`src/verilog/ufm_rx_defines.svh`:
```
// constants for the push-pull two-wire receive-only slave
// assumes inclusion by bare name from design files
`ifndef UFM_RX_DEFINES_SVH
`define UFM_RX_DEFINES_SVH
`define GC_ADDR 7'h00
`define START_BYTE 8'h01
`define GC_RESET_LOAD 8'h06
`define GC_LOAD 8'h04
`define TEN_PREFIX 5'h1e
`define BITS_PER_BYTE 4'h8
`define NINTH_BIT 4'h8
`endif

```
`src/verilog/ufm_rx_pkg.sv`:
```
// types shared by the receive-only slave and its byte fifo
// assumes the defines header is available
`default_nettype none
package ufm_rx_pkg;
	typedef enum logic [2:0] {
		ST_IDLE = 3'b000,
		ST_ADDR = 3'b001,
		ST_ADDR2 = 3'b010,
		ST_DATA = 3'b011,
		ST_GC = 3'b100,
		ST_SKIP = 3'b101
	} phase_e;
	typedef struct packed {
		logic [7:0] data;
		logic last;
	} rx_word_s;
endpackage
`default_nettype wire

```
`src/verilog/byte_fifo.sv`:
```
// synchronous fifo with registered read data
// assumes one clock and asynchronous active-low reset
`default_nettype none
module byte_fifo #(
	parameter int WIDTH = 9,
	parameter int DEPTH = 16
) (
	input wire logic mclk, // system clock
	input wire logic arst_n, // async reset, active low
	input wire logic in_valid, // write request
	output logic in_ready, // not full
	input wire logic [WIDTH-1:0] in_data, // write data
	output logic out_valid, // read data valid
	input wire logic out_ready, // consumer takes data
	output logic [WIDTH-1:0] out_data // registered read data
);
	localparam int AW = $clog2(DEPTH);
	typedef struct packed {
		logic [AW:0] wp;
		logic [AW:0] rp;
		logic ov;
		logic [WIDTH-1:0] od;
	} fifo_state_s;
	fifo_state_s s_q;
	fifo_state_s s_d;
	logic [WIDTH-1:0] mem [DEPTH];
	logic full;
	logic empty;
	logic wr;
	logic rd;
	assign full = (s_q.wp[AW] != s_q.rp[AW]) && (s_q.wp[AW-1:0] == s_q.rp[AW-1:0]);
	assign empty = s_q.wp == s_q.rp;
	assign wr = in_valid && !full;
	assign rd = !empty && (!s_q.ov || out_ready);
	assign in_ready = !full;
	assign out_valid = s_q.ov;
	assign out_data = s_q.od;
	always_comb
	begin
		s_d = s_q;
		if (wr)
		begin
			s_d.wp = s_q.wp + 1'b1;
		end
		if (out_ready && s_q.ov)
		begin
			s_d.ov = 1'b0;
		end
		if (rd)
		begin
			s_d.od = mem[s_q.rp[AW-1:0]];
			s_d.ov = 1'b1;
			s_d.rp = s_q.rp + 1'b1;
		end
	end
	always_ff @(posedge mclk or negedge arst_n)
	begin
		if (!arst_n)
		begin
			s_q <= '0;
		end
		else
		begin
			s_q <= s_d;
		end
	end
	always_ff @(posedge mclk)
	begin
		if (wr)
		begin
			mem[s_q.wp[AW-1:0]] <= in_data;
		end
	end
	a_fifo_no_overfill: assert property (@(posedge mclk) disable iff (!arst_n)
		full |-> ##1 (s_q.wp == $past(s_q.wp)))
		else $error("fifo write pointer moved while full");
endmodule
`default_nettype wire

```
`src/verilog/ufm_rx_slave.sv`:
```
// receive-only slave for the push-pull ultra fast two-wire bus
// assumes bus pins asynchronous to mclk and a bus clock well below mclk/4
// Notes on behaviour
// - slave never drives the data line and never acknowledges.
// - every start resets protocol state and expects an address.
// - start followed directly by stop returns quietly to idle.
// - ninth bit after each byte is skipped without response.
// - ten-bit first byte is 11110, two address msbs, direction bit.
// - ten-bit match needs prefix and write, then full second byte.
// - matched slave stays addressed until stop or new start.
// - prefixes 11111xx are reserved, never decoded as ten-bit.
// - 0000xxx and 1111xxx addresses never match an ordinary slave.
// - general call bytes are received, unknown ones ignored.
// - general call 06h resets logic and latches address pins.
// - general call 04h latches address pins without reset.
// - all other general call codes, 00h included, are ignored.
// - general call second byte with low bit one is ignored.
// - software reset can be disabled and then has no effect.
// - start byte is discarded by resetting on the repeated start.
// - start byte may precede ten-bit addressing as well.
// - no device identification readout is provided.
// - start is data falling with clock high, stop data rising.
// - bytes shift in msb first, sampled on clock rising edge.
`include "ufm_rx_defines.svh"
`default_nettype none
module ufm_rx_slave #(
	parameter bit TEN_BIT = 1'b0,
	parameter bit GC_ENABLE = 1'b1,
	parameter bit SWRST_ENABLE = 1'b1,
	parameter int FIFO_DEPTH = 16
) (
	input wire logic mclk, // system clock, 20 MHz
	input wire logic arst_n, // async reset, active low
	input wire logic uscl, // bus clock pin
	input wire logic usda, // bus data pin, input only
	input wire logic [9:0] addr_pins, // hardware address source
	output logic [7:0] rx_data, // received byte
	output logic rx_last, // last flag, always zero (stop is shown on xfer_end)
	output logic rx_valid, // byte valid
	input wire logic rx_ready, // consumer takes byte
	output logic xfer_end, // pulse on stop after addressed transfer
	output logic soft_reset, // pulse on general call reset
	output logic [9:0] own_addr, // latched own address
	output logic busy // bus between start and stop
);
	// ************************************************************
	// state record
	// ************************************************************
	typedef struct packed {
		logic [1:0] scl_sync;
		logic [1:0] sda_sync;
		logic scl_prev;
		logic sda_prev;
		ufm_rx_pkg::phase_e phase;
		logic [3:0] bitcnt;
		logic [7:0] shreg;
		logic addressed;
		logic pend_valid;
		ufm_rx_pkg::rx_word_s pend;
		logic end_q;
		logic srst_q;
		logic [9:0] addr_q;
		logic busy_q;
		logic load_q;
	} slave_state_s;
	slave_state_s s_q;
	slave_state_s s_d;
	logic scl_s;
	logic sda_s;
	logic scl_rise;
	logic start_ev;
	logic stop_ev;
	logic byte_done;
	logic [7:0] nbyte;
	logic fifo_ready;
	assign scl_s = s_q.scl_sync[1];
	assign sda_s = s_q.sda_sync[1];
	assign scl_rise = scl_s && !s_q.scl_prev;
	assign start_ev = scl_s && s_q.scl_prev && s_q.sda_prev && !sda_s;
	assign stop_ev = scl_s && s_q.scl_prev && !s_q.sda_prev && sda_s;
	assign nbyte = {s_q.shreg[6:0], sda_s};
	assign byte_done = scl_rise && (s_q.bitcnt == `BITS_PER_BYTE - 4'h1);
	// ************************************************************
	// protocol engine
	// ************************************************************
	always_comb
	begin
		s_d = s_q;
		s_d.scl_sync = {s_q.scl_sync[0], uscl};
		s_d.sda_sync = {s_q.sda_sync[0], usda};
		s_d.scl_prev = scl_s;
		s_d.sda_prev = sda_s;
		s_d.end_q = 1'b0;
		s_d.srst_q = 1'b0;
		s_d.load_q = 1'b0;
		if (s_q.load_q)
		begin
			s_d.addr_q = addr_pins;
		end
		if (s_q.pend_valid && fifo_ready)
		begin
			s_d.pend_valid = 1'b0;
		end
		if (start_ev)
		begin
			s_d.phase = ufm_rx_pkg::ST_ADDR;
			s_d.bitcnt = 4'h0;
			s_d.busy_q = 1'b1;
			s_d.addressed = 1'b0;
		end
		else if (stop_ev)
		begin
			s_d.phase = ufm_rx_pkg::ST_IDLE;
			s_d.busy_q = 1'b0;
			s_d.end_q = s_q.addressed;
			s_d.addressed = 1'b0;
		end
		else if (scl_rise && s_q.phase != ufm_rx_pkg::ST_IDLE)
		begin
			if (s_q.bitcnt == `NINTH_BIT)
			begin
				s_d.bitcnt = 4'h0;
			end
			else
			begin
				s_d.shreg = nbyte;
				s_d.bitcnt = s_q.bitcnt + 4'h1;
			end
			if (byte_done)
			begin
				unique case (s_q.phase)
					ufm_rx_pkg::ST_ADDR:
					begin
						if (TEN_BIT && nbyte[7:3] == `TEN_PREFIX && !nbyte[0]
							&& nbyte[2:1] == s_q.addr_q[9:8])
						begin
							s_d.phase = ufm_rx_pkg::ST_ADDR2;
						end
						else if (GC_ENABLE && nbyte == {`GC_ADDR, 1'b0})
						begin
							s_d.phase = ufm_rx_pkg::ST_GC;
						end
						else if (!TEN_BIT && !nbyte[0] && nbyte[7:4] != 4'h0
							&& nbyte[7:4] != 4'hf && nbyte[7:1] == s_q.addr_q[6:0])
						begin
							s_d.phase = ufm_rx_pkg::ST_DATA;
							s_d.addressed = 1'b1;
						end
						else
						begin
							s_d.phase = ufm_rx_pkg::ST_SKIP;
						end
					end
					ufm_rx_pkg::ST_ADDR2:
					begin
						if (nbyte == s_q.addr_q[7:0])
						begin
							s_d.phase = ufm_rx_pkg::ST_DATA;
							s_d.addressed = 1'b1;
						end
						else
						begin
							s_d.phase = ufm_rx_pkg::ST_SKIP;
						end
					end
					ufm_rx_pkg::ST_GC:
					begin
						s_d.phase = ufm_rx_pkg::ST_SKIP;
						if (nbyte == `GC_RESET_LOAD && SWRST_ENABLE)
						begin
							s_d.srst_q = 1'b1;
							s_d.load_q = 1'b1;
							s_d.pend_valid = 1'b0;
						end
						else if (nbyte == `GC_LOAD)
						begin
							s_d.load_q = 1'b1;
						end
					end
					ufm_rx_pkg::ST_DATA:
					begin
						s_d.pend_valid = 1'b1;
						s_d.pend.data = nbyte;
						s_d.pend.last = 1'b0;
					end
					ufm_rx_pkg::ST_SKIP:
					begin
						s_d.phase = ufm_rx_pkg::ST_SKIP;
					end
					default:
					begin
						s_d.phase = ufm_rx_pkg::ST_IDLE;
					end
				endcase
			end
		end
	end
	always_ff @(posedge mclk or negedge arst_n)
	begin
		if (!arst_n)
		begin
			s_q <= '0;
			s_q.scl_sync <= 2'h3;
			s_q.sda_sync <= 2'h3;
			s_q.scl_prev <= 1'b1;
			s_q.sda_prev <= 1'b1;
			s_q.load_q <= 1'b1;
		end
		else
		begin
			s_q <= s_d;
		end
	end
	// ************************************************************
	// byte buffer and outputs
	// ************************************************************
	ufm_rx_pkg::rx_word_s fifo_out;
	byte_fifo #(
		.WIDTH($bits(ufm_rx_pkg::rx_word_s)),
		.DEPTH(FIFO_DEPTH)
	) u_fifo (
		.mclk(mclk),
		.arst_n(arst_n),
		.in_valid(s_q.pend_valid),
		.in_ready(fifo_ready),
		.in_data(s_q.pend),
		.out_valid(rx_valid),
		.out_ready(rx_ready),
		.out_data(fifo_out)
	);
	assign rx_data = fifo_out.data;
	assign rx_last = fifo_out.last;
	assign xfer_end = s_q.end_q;
	assign soft_reset = s_q.srst_q;
	assign own_addr = s_q.addr_q;
	assign busy = s_q.busy_q;
	// ************************************************************
	// checks
	// ************************************************************
	a_start_resync: assert property (@(posedge mclk) disable iff (!arst_n)
		start_ev |=> (s_q.phase == ufm_rx_pkg::ST_ADDR && s_q.bitcnt == 4'h0))
		else $error("start did not resync protocol");
	a_stop_idle: assert property (@(posedge mclk) disable iff (!arst_n)
		stop_ev |=> (s_q.phase == ufm_rx_pkg::ST_IDLE && !s_q.busy_q))
		else $error("stop did not return to idle");
	a_reserved_no_match: assert property (@(posedge mclk) disable iff (!arst_n)
		(byte_done && s_q.phase == ufm_rx_pkg::ST_ADDR && !start_ev && !stop_ev
		&& (nbyte[7:4] == 4'h0 || nbyte[7:3] == 5'h1f)) |=> !s_q.addressed)
		else $error("reserved address matched");
	a_read_no_match: assert property (@(posedge mclk) disable iff (!arst_n)
		(byte_done && s_q.phase == ufm_rx_pkg::ST_ADDR && nbyte[0]) |=> !s_q.addressed)
		else $error("read direction addressed slave");
	a_gc_load_addr: assert property (@(posedge mclk) disable iff (!arst_n)
		(byte_done && s_q.phase == ufm_rx_pkg::ST_GC && !start_ev && !stop_ev
		&& nbyte == 8'h04) |=> ##1 (s_q.addr_q == $past(addr_pins)))
		else $error("address not latched on load command");
	a_gc_odd_ignored: assert property (@(posedge mclk) disable iff (!arst_n)
		(byte_done && s_q.phase == ufm_rx_pkg::ST_GC && nbyte[0]) |=> (!s_q.srst_q
		&& !s_q.load_q))
		else $error("odd general call byte acted on");
	a_data_strobe: assert property (@(posedge mclk) disable iff (!arst_n)
		(byte_done && s_q.phase == ufm_rx_pkg::ST_DATA && !start_ev && !stop_ev)
		|=> (s_q.pend_valid && s_q.pend.data == $past(nbyte)))
		else $error("data byte not forwarded");
	a_end_pulse: assert property (@(posedge mclk) disable iff (!arst_n)
		s_q.end_q |=> !s_q.end_q)
		else $error("end of transfer not a single pulse");
	a_ninth_skip: assert property (@(posedge mclk) disable iff (!arst_n)
		(scl_rise && s_q.bitcnt == 4'h8 && !start_ev && !stop_ev
		&& s_q.phase != ufm_rx_pkg::ST_IDLE) |=> (s_q.bitcnt == 4'h0))
		else $error("ninth bit not skipped");
	a_start_busy: assert property (@(posedge mclk) disable iff (!arst_n)
		start_ev |=> s_q.busy_q)
		else $error("start did not mark bus busy");
	a_gc_reset_cmd: assert property (@(posedge mclk) disable iff (!arst_n)
		(byte_done && s_q.phase == ufm_rx_pkg::ST_GC && nbyte == 8'h06)
		|=> (s_q.srst_q == SWRST_ENABLE && s_q.load_q))
		else $error("reset command not handled");
	a_ten_reserved: assert property (@(posedge mclk) disable iff (!arst_n)
		(byte_done && s_q.phase == ufm_rx_pkg::ST_ADDR && nbyte[7:3] == 5'h1f)
		|=> (s_q.phase != ufm_rx_pkg::ST_ADDR2))
		else $error("reserved prefix decoded as ten-bit");
	a_ten_second: assert property (@(posedge mclk) disable iff (!arst_n)
		(byte_done && s_q.phase == ufm_rx_pkg::ST_ADDR2 && nbyte != s_q.addr_q[7:0])
		|=> !s_q.addressed)
		else $error("ten-bit second byte mismatch addressed slave");
endmodule
`default_nettype wire

```
`config.mk`:
```
export PLATFORM = sky130hd
export DESIGN_NAME = ufm_rx_slave
export DESIGN_NICKNAME = d
export VERILOG_FILES = /design/src/verilog/ufm_rx_pkg.sv /design/src/verilog/byte_fifo.sv /design/src/verilog/ufm_rx_slave.sv
export VERILOG_INCLUDE_DIRS = /design/src /design/src/verilog
export SDC_FILE = /design/constraint.sdc
export NUM_CORES = 1
export LEC_CHECK = 0
export BUFFER_PORTS_ARGS = -buffer_cell sky130_fd_sc_hd__clkbuf_2
export CAP_MARGIN = 20
export CORE_MARGIN = 8
export CORE_UTILIZATION = 40
export DETAILED_ROUTE_END_ITERATION = 8
export PLACE_DENSITY = 0.58
export SYNTH_ARGS = -nofsm -noshare
export SYNTH_HDL_FRONTEND = slang
export SYNTH_SLANG_ARGS = --single-unit
```
`constraint.sdc`:
```
create_clock -name mclk -period 2.9 [get_ports mclk]
set_input_delay 0 -clock mclk [delete_from_list [all_inputs] [get_ports mclk]]
set_output_delay 0 -clock mclk [all_outputs]
set_load 0.1 [all_outputs]
```
==> impl_metrics.prom <==
# TYPE chip_impl_metric gauge
chip_impl_metric{name="total_inserted_antenna_cells",unit=""} 0
chip_impl_metric{name="power_density",unit="nW/µm²"} 597
chip_impl_metric{name="final_max_slew_viol_count",unit=""} 0
chip_impl_info{name="synth_top_cells_by_count",value="128 x edfxtp_1, 56 x dfrtp_1, 30 x mux4_2"} 1
chip_impl_info{name="timing.critical_path.from_type",value="flop"} 1
chip_impl_metric{name="worst_ep_arrival_time",unit="ns"} 2.43
chip_impl_info{name="result_of_the_run",value="finished clean"} 1
chip_impl_metric{name="place.detailed.instances",unit=""} 752
chip_impl_info{name="synth.area.top_cells",value="edfxtp_1 47%, dfrtp_1 17%, mux4_2 8.3%, dfstp_2 2.3%, mux2_1 2.1%"} 1
chip_impl_metric{name="htreeDepth",unit=""} 4
chip_impl_metric{name="fin_crit_sh",unit=""} 0.813
chip_impl_metric{name="postSynthCellCount",unit=""} 482
chip_impl_metric{name="setup_tns",unit="ns"} 0
chip_impl_metric{name="hold_viol_final",unit=""} 0
chip_impl_info{name="critical_path_class",value="flop to flop"} 1
chip_impl_metric{name="maxCapViolCount",unit=""} 0
chip_impl_metric{name="synth-seq-cells",unit=""} 191
chip_impl_metric{name="power",unit="mW"} 5.46
chip_impl_metric{name="cts_hold_buffers",unit=""} 14
chip_impl_metric{name="fraction_of_layout_cells_with_a_size_suffix_above_1",unit=""} 0.258
chip_impl_info{name="critical_path.endpoint_type",value="flop"} 1
chip_impl_metric{name="netlist.area_leader.share",unit=""} 0.473
chip_impl_metric{name="synth-async-reset-ratio",unit=""} 0.330
chip_impl_metric{name="layout_min_cycle_time",unit="ns"} 2.36
chip_impl_metric{name="start_util",unit=""} 0.404
chip_impl_metric{name="synthToLayoutAreaGrowth",unit="%"} 12.7
chip_impl_metric{name="post-route-drc-count",unit=""} 0
chip_impl_metric{name="synth.yosys.seq_area_share",unit=""} 0.669
chip_impl_metric{name="normalized_max_slew_margin",unit=""} 0.445
chip_impl_metric{name="cellLeakagePower",unit="nW"} 3.21
chip_impl_metric{name="worstPathRequired",unit="ns"} 2.97
chip_impl_metric{name="drt_iter0_markers",unit=""} 392
chip_impl_metric{name="die_height",unit="µm"} 158
chip_impl_metric{name="gp_congestion",unit=""} 0.751
chip_impl_info{name="dominantRegCellSynth",value="edfxtp_1"} 1
chip_impl_metric{name="critical_path.max_fanout",unit=""} 18
chip_impl_metric{name="grt_antenna_before_repair",unit=""} 0
chip_impl_metric{name="die-width",unit="µm"} 158
chip_impl_metric{name="detailedPlacementHpwl",unit="µm"} 10600
chip_impl_info{name="grt_setup_unrepaired",value="no"} 1
chip_impl_metric{name="drt.antenna.violating_nets",unit=""} 0
chip_impl_metric{name="syn-mean-instance-area",unit="µm²"} 16.8
chip_impl_metric{name="grt_pass1_vias",unit=""} 4419
chip_impl_metric{name="netlist_area_before_placement",unit="µm²"} 8120
chip_impl_metric{name="routed-via-count",unit=""} 4200
chip_impl_metric{name="wire_length_of_the_first_global_routing_pass",unit="µm"} 25700
chip_impl_metric{name="final.fill_count",unit=""} 1725
chip_impl_info{name="most_instantiated_library_cell_after_synthesis",value="edfxtp_1"} 1
chip_impl_metric{name="timing.fmax",unit="MHz"} 424
chip_impl_info{name="netlist.top_cell.by_area",value="edfxtp_1"} 1
chip_impl_metric{name="ir_drop",unit="V"} 0.000391
chip_impl_metric{name="cp_num_buf_inv",unit=""} 0
chip_impl_metric{name="port_buffers",unit=""} 36
chip_impl_metric{name="largest_net_degree_at_the_start_of_global_routing",unit=""} 36
chip_impl_metric{name="final_core_util",unit=""} 0.455
chip_impl_metric{name="routed_wl_per_cell",unit="µm"} 20.3
chip_impl_metric{name="worst_slew_pin_slew",unit="ns"} 0.832
chip_impl_metric{name="worst_clock_skew",unit="ns"} 0.00896
chip_impl_metric{name="drt_wl_total",unit="µm"} 16200
chip_impl_metric{name="detailedPlace.worstSlack",unit="ns"} 0.580
chip_impl_metric{name="floorplan.core_area",unit="µm²"} 20100
chip_impl_metric{name="fin_hold_ws",unit="ns"} 0.198
chip_impl_metric{name="cpPeakStageDelay",unit="ns"} 0.65
chip_impl_metric{name="yosysUniqueCellTypes",unit=""} 59
chip_impl_metric{name="nets",unit=""} 537
chip_impl_metric{name="reg2reg_setup_slack",unit="ns"} 0.54
chip_impl_metric{name="rows",unit=""} 52
chip_impl_info{name="path_cells",value="xnor2_1 -> nand4_1 -> o21a_1 -> and4b_1"} 1
chip_impl_metric{name="clk_path_buf_depth",unit=""} 2
chip_impl_metric{name="vias_per_cell",unit=""} 5.26
chip_impl_metric{name="setup-violations-final",unit=""} 0
chip_impl_info{name="worst_path_max_delay_cell",value="dfrtp_1"} 1
chip_impl_info{name="tritoncts_clock_tree",value="yes"} 1
chip_impl_metric{name="syn_nets",unit=""} 504
chip_impl_info{name="min-delay-path-class",value="primary input to async pin"} 1
chip_impl_metric{name="synth-edff-count",unit=""} 128
chip_impl_metric{name="finalNonFillerCells",unit=""} 798
chip_impl_metric{name="placedInstanceArea",unit="µm²"} 8410
chip_impl_metric{name="cts_buffers",unit=""} 17
chip_impl_info{name="cp_top_family",value="simple AND/OR/NAND/NOR gates"} 1
chip_impl_metric{name="timing.final.ws_setup",unit="ns"} 0.542
chip_impl_metric{name="finish.instance_area",unit="µm²"} 9150
chip_impl_metric{name="cts.repair_timing.setup_buffer_count",unit=""} 0
chip_impl_metric{name="grt.overflow.total",unit=""} 0
chip_impl_metric{name="die-area",unit="µm²"} 25100
chip_impl_metric{name="cts_repair_resize_count",unit=""} 0
chip_impl_metric{name="track_usage",unit=""} 0.139
chip_impl_metric{name="clock_sink_count",unit=""} 191
chip_impl_metric{name="ys.warnings.count",unit=""} 0
chip_impl_metric{name="io_pins",unit=""} 38
chip_impl_info{name="clk_root_buffer_cell",value="clkbuf_16"} 1
chip_impl_metric{name="clkLatencyLatePin",unit="ns"} 0.43
chip_impl_metric{name="detailedRoute.firstPassIterationCount",unit=""} 4
chip_impl_metric{name="clk_transition_reported_paths",unit="ns"} 0.07
==> layout by cell type, fill, tap and decap left out, types with 11 or more instances in the layout <==
cell type      instances
edfxtp_1             128
dfrtp_1               55
clkbuf_2              35
mux4_2                30
nand2_1               19
xor2_1                17
clkbuf_16             17
a22oi_1               16
mux2_1                15
dlygate4sd3_1         14
xnor2_1               12
buf_4                 12
mux2_2                11
==> worst reg2reg max path: stages (launching register included) <==
cell and delay [ns]:
dfrtp_1 0.65, xnor2_1 0.12, nand4_1 0.26, o21a_1 0.40, and4b_1 0.57
==> report_power, final <==
| part | total, mW | switching, mW | internal, mW |
|---|---|---|---|
| clock | 2.37 | 1.01 | 1.36 |
| sequential | 2.94 | 0.0365 | 2.91 |
| combinational | 0.145 | 0.0837 | 0.0612 |
| total | 5.46 | 1.13 | 4.33 |
==> registers in the layout (all words and copies together), names as in the netlist, 3 cells and up <==
name,cells
s_q,20
u_fifo.s_q,10
own_addr,10
u_fifo.mem,128
nbyte,8
u_fifo.out_data,8
s_d,3
==> logic make-up (layout without fill, tap and decap cells) <==
family / after synthesis / after routing / share of synthesized area
compound gates: 51 / 51 / 0.0445
other cells: 1 / 1 / 0.000462
simple gates: 82 / 82 / 0.0630
fa+ha+maj: 7 / 7 / 0.0108
flops: 191 / 191 / 0.669
xor+xnor: 29 / 29 / 0.0313
mux: 65 / 65 / 0.139
buf+inv: 56 / 102 / 0.0425
==> metal layers <==
metal	vias to the layer above	global-route usage	part of all wire
li1	1913	-	-
met2	96	0.225	0.49
met1	2170	0.181	0.46
met3	21	0.0274	0.036
met5	-	0	0
met4	0	0.0543	0.018
==> area by class of cell <==
type,instances,area [µm²],share of cell area
sequential,191,5430,0.594
multi-input combinational,235,2340,0.256
clock buffer,19,433,0.0473
timing repair buffer,62,410,0.0449
tap,270,338,0.0369
clock inverter,13,163,0.0178
inverter,8,30.0,0.00328
==> worst paths after layout <==
| check | start | end | cells past startpoint |
|---|---|---|---|
| setup / recovery | u_fifo.s_q[18] | u_fifo.mem[7][1] | 4 |
| hold / removal | arst_n | u_fifo.out_data[4] | 2 |
| setup reg to reg | u_fifo.s_q[18] | u_fifo.mem[7][1] | 4 |
| hold reg to reg | s_d[43] | nbyte[0] | 0 |
| max in group asynchronous | arst_n | s_q[0] | 3 |
| min in group mclk | usda | s_d[43] | 2 |
No activity file was read; power rests on OpenSTA's default activity.
